## src/rtl/iosa_consts.vh

```
`ifndef IOSA_CONSTS_VH
`define IOSA_CONSTS_VH

// ----------------------------------------------------------------
// operation codes
// ----------------------------------------------------------------
`define IOSA_OP_PORT_READ    3'h0
`define IOSA_OP_PORT_WRITE   3'h1
`define IOSA_OP_DATA_LOAD    3'h2
`define IOSA_OP_DATA_WRITE   3'h3
`define IOSA_OP_BIT_SET      3'h4
`define IOSA_OP_BIT_CLEAR    3'h5
`define IOSA_OP_SKIP_IF_SET  3'h6
`define IOSA_OP_SKIP_IF_CLR  3'h7

// ----------------------------------------------------------------
// address map
// ----------------------------------------------------------------
`define IOSA_PORT_LAST       8'h3f
`define IOSA_BIT_LAST        8'h1f
`define IOSA_DATA_IO_OFFSET  8'h20
`define IOSA_EXT_FIRST       8'h60
`define IOSA_EXT_LAST        8'hff
`define IOSA_EXT_USED_LAST   8'h9f
`define IOSA_FLAG_ADDR       6'h16
`define IOSA_XMC_A_ADDR      8'h6d
`define IOSA_XMC_B_ADDR      8'h6c

// ----------------------------------------------------------------
// reset values and timing
// ----------------------------------------------------------------
`define IOSA_REG_RESET       8'h00
`define IOSA_NV_WRITE_CYCLES 1000

`endif

```

## src/rtl/iosa_access_decode.v

```verilog
`timescale 1ns/1ps
`include "iosa_consts.vh"

module iosa_access_decode #(
  parameter NV_WRITE_CYCLES = `IOSA_NV_WRITE_CYCLES
) (
  input  wire       clk,
  input  wire       rst_b,
  input  wire       porRst_b,
  input  wire       compatModePin,
  input  wire       supplyOkPin,
  input  wire       opValid,
  input  wire [2:0] opKind,
  input  wire [7:0] opAddr,
  input  wire [2:0] opBit,
  input  wire [7:0] opWrData,
  input  wire [7:0] hwFlagSet,
  input  wire       nvWriteStart,
  output reg  [7:0] rdData,
  output reg        rdValid,
  output reg        skipTaken,
  output reg        accessError,
  output reg  [7:0] flagStatus,
  output reg  [7:0] extMemCtrlA,
  output reg  [7:0] extMemCtrlB,
  output reg        nvWriteBusy,
  output reg        nvWriteDone
);

  // ----------------------------------------------------------------
  // decode helpers
  // ----------------------------------------------------------------

  // port and bit ops give a short address; data ops give a data address
  function [8:0] toDataAddr;
    input [2:0] kind;
    input [7:0] addr;
    begin
      if (kind == `IOSA_OP_DATA_LOAD || kind == `IOSA_OP_DATA_WRITE) begin
        toDataAddr = {1'b0, addr};
      end else begin
        toDataAddr = {1'b0, addr} + {1'b0, `IOSA_DATA_IO_OFFSET};
      end
    end
  endfunction

  // legality of one operation on its address
  function opLegal;
    input [2:0] kind;
    input [7:0] addr;
    begin
      case (kind)
        `IOSA_OP_PORT_READ,
        `IOSA_OP_PORT_WRITE:  opLegal = (addr <= `IOSA_PORT_LAST);
        `IOSA_OP_DATA_LOAD,
        `IOSA_OP_DATA_WRITE:  opLegal = (addr >= `IOSA_DATA_IO_OFFSET);
        default:              opLegal = (addr <= `IOSA_BIT_LAST);
      endcase
    end
  endfunction

  // extended address that holds no register outside legacy mode
  function extReserved;
    input [7:0] daddr;
    begin
      extReserved = (daddr > `IOSA_EXT_USED_LAST);
    end
  endfunction

  // ----------------------------------------------------------------
  // pin synchronisers
  // ----------------------------------------------------------------
  reg [1:0] compatSync;
  reg [1:0] supplySync;
  wire      compatMode = compatSync[1];
  wire      supplyOk   = supplySync[1];

  // two flops per pin
  always @(posedge clk or negedge rst_b) begin
    if (!rst_b) begin
      compatSync <= 2'h0;
    end else begin
      compatSync <= {compatSync[0], compatModePin};
    end
  end

  // supply sense runs on power-on reset so nv engine sees it through rst_b
  always @(posedge clk or negedge porRst_b) begin
    if (!porRst_b) begin
      supplySync <= 2'h0;
    end else begin
      supplySync <= {supplySync[0], supplyOkPin};
    end
  end

  // ----------------------------------------------------------------
  // storage
  // ----------------------------------------------------------------
  reg [7:0] ioMem  [0:63];
  reg [7:0] extMem [0:159];
  reg [7:0] sramExt[0:159];

  // ----------------------------------------------------------------
  // access decode
  // ----------------------------------------------------------------
  wire [8:0] dAddrW   = toDataAddr(opKind, opAddr);
  wire [7:0] dAddr    = dAddrW[7:0];
  wire       legal    = opLegal(opKind, opAddr) && !dAddrW[8];
  wire       isExt    = (dAddr >= `IOSA_EXT_FIRST);
  wire [5:0] ioIdx    = dAddr[5:0] - 6'h20;
  wire [7:0] extIdx   = dAddr - `IOSA_EXT_FIRST;
  wire       isFlag   = !isExt && (ioIdx == `IOSA_FLAG_ADDR);
  wire       isXmcA   = (dAddr == `IOSA_XMC_A_ADDR);
  wire       isXmcB   = (dAddr == `IOSA_XMC_B_ADDR);
  wire       isWrite  = (opKind == `IOSA_OP_PORT_WRITE) ||
                        (opKind == `IOSA_OP_DATA_WRITE) ||
                        (opKind == `IOSA_OP_BIT_SET) ||
                        (opKind == `IOSA_OP_BIT_CLEAR);
  wire       isBitMod = (opKind == `IOSA_OP_BIT_SET) || (opKind == `IOSA_OP_BIT_CLEAR);
  wire       isTest   = (opKind == `IOSA_OP_SKIP_IF_SET) || (opKind == `IOSA_OP_SKIP_IF_CLR);
  wire [7:0] bitMask  = 8'h01 << opBit;

  // current content of the addressed location
  reg [7:0] curValue;
  always @* begin
    curValue = 8'h00;
    if (!isExt) begin
      curValue = isFlag ? flagStatus : ioMem[ioIdx];
    end else if (compatMode) begin
      curValue = sramExt[extIdx[7:0]];
    end else if (isXmcA) begin
      curValue = extMemCtrlA;
    end else if (isXmcB) begin
      curValue = extMemCtrlB;
    end else if (!extReserved(dAddr)) begin
      curValue = extMem[extIdx[7:0]];
    end
  end

  // byte to store: whole-register read-modify-write for bit ops
  reg [7:0] storeValue;
  always @* begin
    storeValue = opWrData;
    if (opKind == `IOSA_OP_BIT_SET) begin
      storeValue = curValue | bitMask;
    end else if (opKind == `IOSA_OP_BIT_CLEAR) begin
      storeValue = curValue & ~bitMask;
    end
  end

  wire doWrite   = opValid && legal && isWrite;
  wire flagWrite = doWrite && isFlag;

  // ----------------------------------------------------------------
  // answer to the core
  // ----------------------------------------------------------------

  // read data, skip decision and error, one cycle after the request
  always @(posedge clk or negedge rst_b) begin
    if (!rst_b) begin
      rdData      <= 8'h00;
      rdValid     <= 1'b0;
      skipTaken   <= 1'b0;
      accessError <= 1'b0;
    end else begin
      rdValid     <= opValid && legal && !isWrite && !isTest;
      accessError <= opValid && !legal;
      skipTaken   <= 1'b0;
      if (opValid && legal && !isWrite && !isTest) begin
        rdData <= curValue;
      end
      if (opValid && legal && isTest) begin
        skipTaken <= (opKind == `IOSA_OP_SKIP_IF_SET) ?
                     curValue[opBit] : !curValue[opBit];
      end
    end
  end

  // ----------------------------------------------------------------
  // register file writes
  // ----------------------------------------------------------------
  genvar gi;

  // plain short I/O locations
  generate
    for (gi = 0; gi < 64; gi = gi + 1) begin : gIo
      always @(posedge clk or negedge rst_b) begin
        if (!rst_b) begin
          ioMem[gi] <= `IOSA_REG_RESET;
        end else if (doWrite && !isExt && !isFlag && ioIdx == gi) begin
          ioMem[gi] <= storeValue;
        end
      end
    end
  endgenerate

  // extended peripheral locations, dormant in legacy mode
  generate
    for (gi = 0; gi < 160; gi = gi + 1) begin : gExt
      always @(posedge clk or negedge rst_b) begin
        if (!rst_b) begin
          extMem[gi] <= `IOSA_REG_RESET;
        end else if (doWrite && isExt && !compatMode && !extReserved(dAddr) &&
                     !isXmcA && !isXmcB && extIdx == gi) begin
          extMem[gi] <= storeValue;
        end
      end
    end
  endgenerate

  // legacy SRAM at the extended addresses, no reset like any SRAM
  always @(posedge clk) begin
    if (doWrite && isExt && compatMode) begin
      sramExt[extIdx[7:0]] <= storeValue;
    end
  end

  // external memory control pair; cleared and locked in legacy mode
  always @(posedge clk or negedge rst_b) begin
    if (!rst_b) begin
      extMemCtrlA <= `IOSA_REG_RESET;
      extMemCtrlB <= `IOSA_REG_RESET;
    end else if (compatMode) begin
      extMemCtrlA <= `IOSA_REG_RESET;
      extMemCtrlB <= `IOSA_REG_RESET;
    end else if (doWrite && isXmcA) begin
      extMemCtrlA <= storeValue;
    end else if (doWrite && isXmcB) begin
      extMemCtrlB <= storeValue;
    end
  end

  // write-one-to-clear flags; a hardware set in the same cycle wins
  always @(posedge clk or negedge rst_b) begin
    if (!rst_b) begin
      flagStatus <= `IOSA_REG_RESET;
    end else if (flagWrite) begin
      flagStatus <= (flagStatus & ~storeValue) | hwFlagSet;
    end else begin
      flagStatus <= flagStatus | hwFlagSet;
    end
  end

  // ----------------------------------------------------------------
  // nonvolatile write engine, kept alive through system reset
  // ----------------------------------------------------------------
  localparam NV_IDLE = 1'b0;
  localparam NV_BUSY = 1'b1;

  reg        nvState;
  reg [31:0] nvCount;
  reg        next_nvState;
  reg [31:0] next_nvCount;
  reg        next_nvDone;
  reg        rstSeen;

  // system reset level for the nv engine, caught on the clock
  always @(posedge clk or negedge porRst_b) begin
    if (!porRst_b) begin
      rstSeen <= 1'b0;
    end else begin
      rstSeen <= !rst_b;
    end
  end

  // sequence: start only outside system reset, finish regardless of it
  always @* begin
    next_nvState = nvState;
    next_nvCount = nvCount;
    next_nvDone  = 1'b0;
    case (nvState)
      NV_IDLE: begin
        if (nvWriteStart && !rstSeen && supplyOk) begin
          next_nvState = NV_BUSY;
          next_nvCount = NV_WRITE_CYCLES - 1;
        end
      end
      NV_BUSY: begin
        if (!supplyOk) begin
          next_nvState = NV_IDLE;
          next_nvCount = 32'h0;
        end else if (nvCount == 32'h0) begin
          next_nvState = NV_IDLE;
          next_nvDone  = 1'b1;
        end else begin
          next_nvCount = nvCount - 32'h1;
        end
      end
      default: begin
        next_nvState = NV_IDLE;
        next_nvCount = 32'h0;
      end
    endcase
  end

  // engine flops on power-on reset only
  always @(posedge clk or negedge porRst_b) begin
    if (!porRst_b) begin
      nvState     <= NV_IDLE;
      nvCount     <= 32'h0;
      nvWriteBusy <= 1'b0;
      nvWriteDone <= 1'b0;
    end else begin
      nvState     <= next_nvState;
      nvCount     <= next_nvCount;
      nvWriteBusy <= (next_nvState == NV_BUSY);
      nvWriteDone <= next_nvDone;
    end
  end

endmodule // iosa_access_decode

```

## config.mk

```make
export PLATFORM = sky130hd
export DESIGN_NAME = iosa_access_decode
export DESIGN_NICKNAME = d
export VERILOG_FILES = /design/src/rtl/iosa_access_decode.v
export VERILOG_INCLUDE_DIRS = /design/src /design/src/rtl
export SDC_FILE = /design/constraint.sdc
export NUM_CORES = 2
export LEC_CHECK = 0
export BUFFER_PORTS_ARGS = -buffer_cell sky130_fd_sc_hd__buf_2
export CORE_AREA = 2 2 563 789
export DETAILED_ROUTE_END_ITERATION = 16
export DIE_AREA = 0 0 565 791
export GPL_ROUTABILITY_DRIVEN = 0
export MAX_ROUTING_LAYER = met4
export PLACE_DENSITY = 0.5
export SYNTH_ARGS = -nofsm -noshare
export SYNTH_HDL_FRONTEND = slang
export SYNTH_SLANG_ARGS = --single-unit
```

## constraint.sdc

```tcl
create_clock -name clk -period 7.69 [get_ports clk]
set_input_delay 1.538 -clock clk [delete_from_list [all_inputs] [get_ports clk]]
set_output_delay 1.538 -clock clk [all_outputs]
set_load 0.05 [all_outputs]
```

==> out/metrics.csv <==
stage;metric;value;unit
run_status;outcome;completed;
die;die_area;446900;sq um
timing;fin_crit_sh;81.62;%
setup_path;startpoint;opAddr[5];
cts;h-tree-depth;5;
placed_design;place.port_buffers;73;
die;num_rows;289;
drt;wl_per_cell;27.69;um
logic_synthesis;synth_nets;9882;
timing;fin_hold_ws;0.3507;ns
drt;drt_iter0_drc;7540;
setup_path;cp_slowest_cell;a21oi_1;
timing;worst_slew_pin_slew;1.470;ns
cts;hold_buffers;0;
drt;vias_per_cell;5.187;
setup_path;max_stage_delay;0.66;ns
logic_synthesis;yosysMostFrequentCell;nand2_1;
setup_path;rr_worst_depth;12;
timing;period_minus_slack;6.277;ns
cts;clockBufferDepth;4;
pwr;p_leak;56.87;nW
cts;clock_sinks;3144;
min_path;whs_path_depth;0;
setup_path;rrSetupSlack;2.58;ns
setup_path;critPathMaxFanout;82;
pwr;ir_drop;0.0001972;V
timing;finalHoldViolations;0;
logic_synthesis;ys.warnings.count;0;
logic_synthesis;netlist.area_leader.share;35.44;%
setup_path;rr_startpoint;extMem[288]$_DFFE_PN0P_;
drt;via_count;82670;
final_layout;finalNetCount;9858;
placed_design;dpl.hpwl;303000;um
final_layout;drive_gt1_share;18.53;%
logic_synthesis;synth_ff_type;dfrtp_1;
cts;clk_latency;1.04;ns
timing;setup_viol;0;
cts;cts_tree;yes;
run;cap_violations;0;
setup_path;cp-start-kind;input port;
timing;slew_headroom;1.998;%
logic_synthesis;synth_cells;9842;
logic_synthesis;synth_cell_type_count;90;
cts;cts_resized;0;
setup_path;cp-end-kind;flop;
min_path;min_from;supplySync[0]$_DFF_PN0_;
grt;grt_pass1_wl;632700;um
logic_synthesis;yosys_register_bits;3144;
cts;post_cts.repair.setup_buffers;0;
setup_path;cp.required;8.36;ns
cts;cts_root_buf;clkbuf_16;
placed_design;dp_slack;0.7088;ns
grt;overflow;0;
min_path;min_path_type;flop to flop;
die;coreArea;440400;sq um
setup_path;cp.arrival;6.94;ns
cts;cts_made_buffers;326;
grt;gr-usage-all-layers;20.22;%
grt;grt_antenna_before_repair;26;
logic_synthesis;synth-edff-count;1280;
logic_synthesis;mappedNetlistArea;131600;sq um
logic_synthesis;async_reset_ff_share;59.29;%
timing;fin_skew;0.1444;ns
timing;fin_tns_setup;0;ns
timing;layout_setup_ws;1.413;ns
cts;clk_pin_slew;0.06;ns
die;die_h;791;um
logic_synthesis;synth_commonest_cells;nand2_1, dfrtp_1, edfxtp_1, o21ai_0, mux4_2;
drt;antenna_left;0;
setup_path;path_cells;buf_2 > ha_1 > mux2i_1 > buf_4 > inv_1 > ha_1 > or3b_2 > a211oi_2 > o211ai_1 > buf_12 > a21oi_1 > a2111oi_0 > a31oi_1 > o221ai_1 > a211oi_1 > a21oi_4 > clkinvlp_4 > buf_12;
final_layout;fillers;43000;
timing;rsz0062_at_grt;false;
die;start_util;29.88;%
grt;grt_pass1_vias;84550;
logic_synthesis;syn_avg_cell_area;13.37;sq um
drt;drt_pass1_iterations;6;
setup_path;crit_type;input port to flop;
die;boundaryPins;74;
die;die_x;565;um
pwr;pwr_density_cell;241.6;nW/um^2
logic_synthesis;yosysTopAreaCell;dfrtp_1;
grt;grt_max_degree;197;
final_layout;syn_to_final_growth;14.08;%
drt;drc_errors;0;
timing;slew_violations;0;
timing;max_freq;0.1593;GHz
logic_synthesis;yosysSeqAreaShare;64.65;%
drt;routed_wl;441300;um
logic_synthesis;synth_area_leaders;dfrtp_1, edfxtp_1, mux4_2, nand2_1, o21ai_0;
-- cells by family after synthesis --
group | share of synthesized area [%]
AOI/OAI and AO/OA | 9.364
xor gates and xnor gates | 0.1806
adders and majority gates | 0.02852
buffers and inverters | 3.170
DFF | 64.65
muxes | 14.53
and+or+nand+nor | 8.074
-- critical path: cells and delay by family --
kind            cells  cell delay (ns)
buf+inv             6             1.29
simple gates        1             0.47
fa+ha+maj           2             0.68
mux                 1             0.23
compound gates      8             2.60
-- state kept, by name (all words and copies together), names as in the netlist, 8 cells and up --
name	flops
extMemCtrlA	8
extMemCtrlB	8
ioMem	510
flagStatus	8
extMem	1280
nvCount	32
sramExt	1280
rdData	8
-- final cells by class --
cell class	count	area, sq um	share of cell area, %
antenna	37	92.59	0.06167
clock buffer	456	9378	6.246
clock inverter	135	1358	0.9043
inverter	26	127.6	0.08501
multi-input combinational	5870	42610	28.38
sequential	3144	85080	56.67
tap	5820	7282	4.850
timing repair buffer	450	4199	2.797
-- placed cells by master (no fill, tap or decap), types with 68 or more instances in the layout --
cell / instances
mux4_2: 794
clkbuf_16: 335
nor2_1: 277
buf_12: 78
nand2_1: 2153
buf_2: 68
edfxtp_1: 1280
a22oi_1: 168
buf_4: 301
dfrtp_1: 1864
mux2i_1: 87
o21ai_0: 1265
a21oi_1: 92
o21ai_1: 511
-- power by group --
part           leakage (nW)  total [mW]  internal (mW)  switching [mW]
logic                  14.1        2.52          0.662            1.85
registers              37.5        17.8           17.7          0.0817
clock network          5.29        16.0           9.07            6.92
total                  56.9        36.3           27.4            8.85
-- stage by stage --
stage / area [sq um] / instances / util (%) / total power [mW]
2_1_floorplan: 131600 / 9842 / - / 19.37
3_3_place_gp: 139300 / 15310 / 31.63 / 20.57
3_5_place_dp: 139300 / 15310 / 31.63 / 20.62
4_1_cts: 150000 / 15900 / 34.07 / 36.58
5_1_grt: 150100 / 15930 / 34.08 / 37.37
6_report: 150100 / 15940 / 34.09 / 36.28
-- final timing paths --
check                                            end
setup / recovery           sramExt[111][3]$_DFFE_PP_
hold / removal               supplySync[1]$_DFF_PN0_
setup reg to reg           sramExt[106][0]$_DFFE_PP_
hold reg to reg              supplySync[1]$_DFF_PN0_
max in group asynchronous     ioMem[383]$_DFFE_PN0P_
min in group asynchronous    extMem[300]$_DFFE_PN0P_
-- per-layer routing --
metal	up-vias	GRT usage [%]	wire (um)
li1	36020	-	-
met1	42880	22.44	160300
met2	2779	33.20	220300
met3	999	3.524	26220
met4	0	13.76	34440
met5	-	-	0
Note: power is estimated with default switching activity, not from simulation.
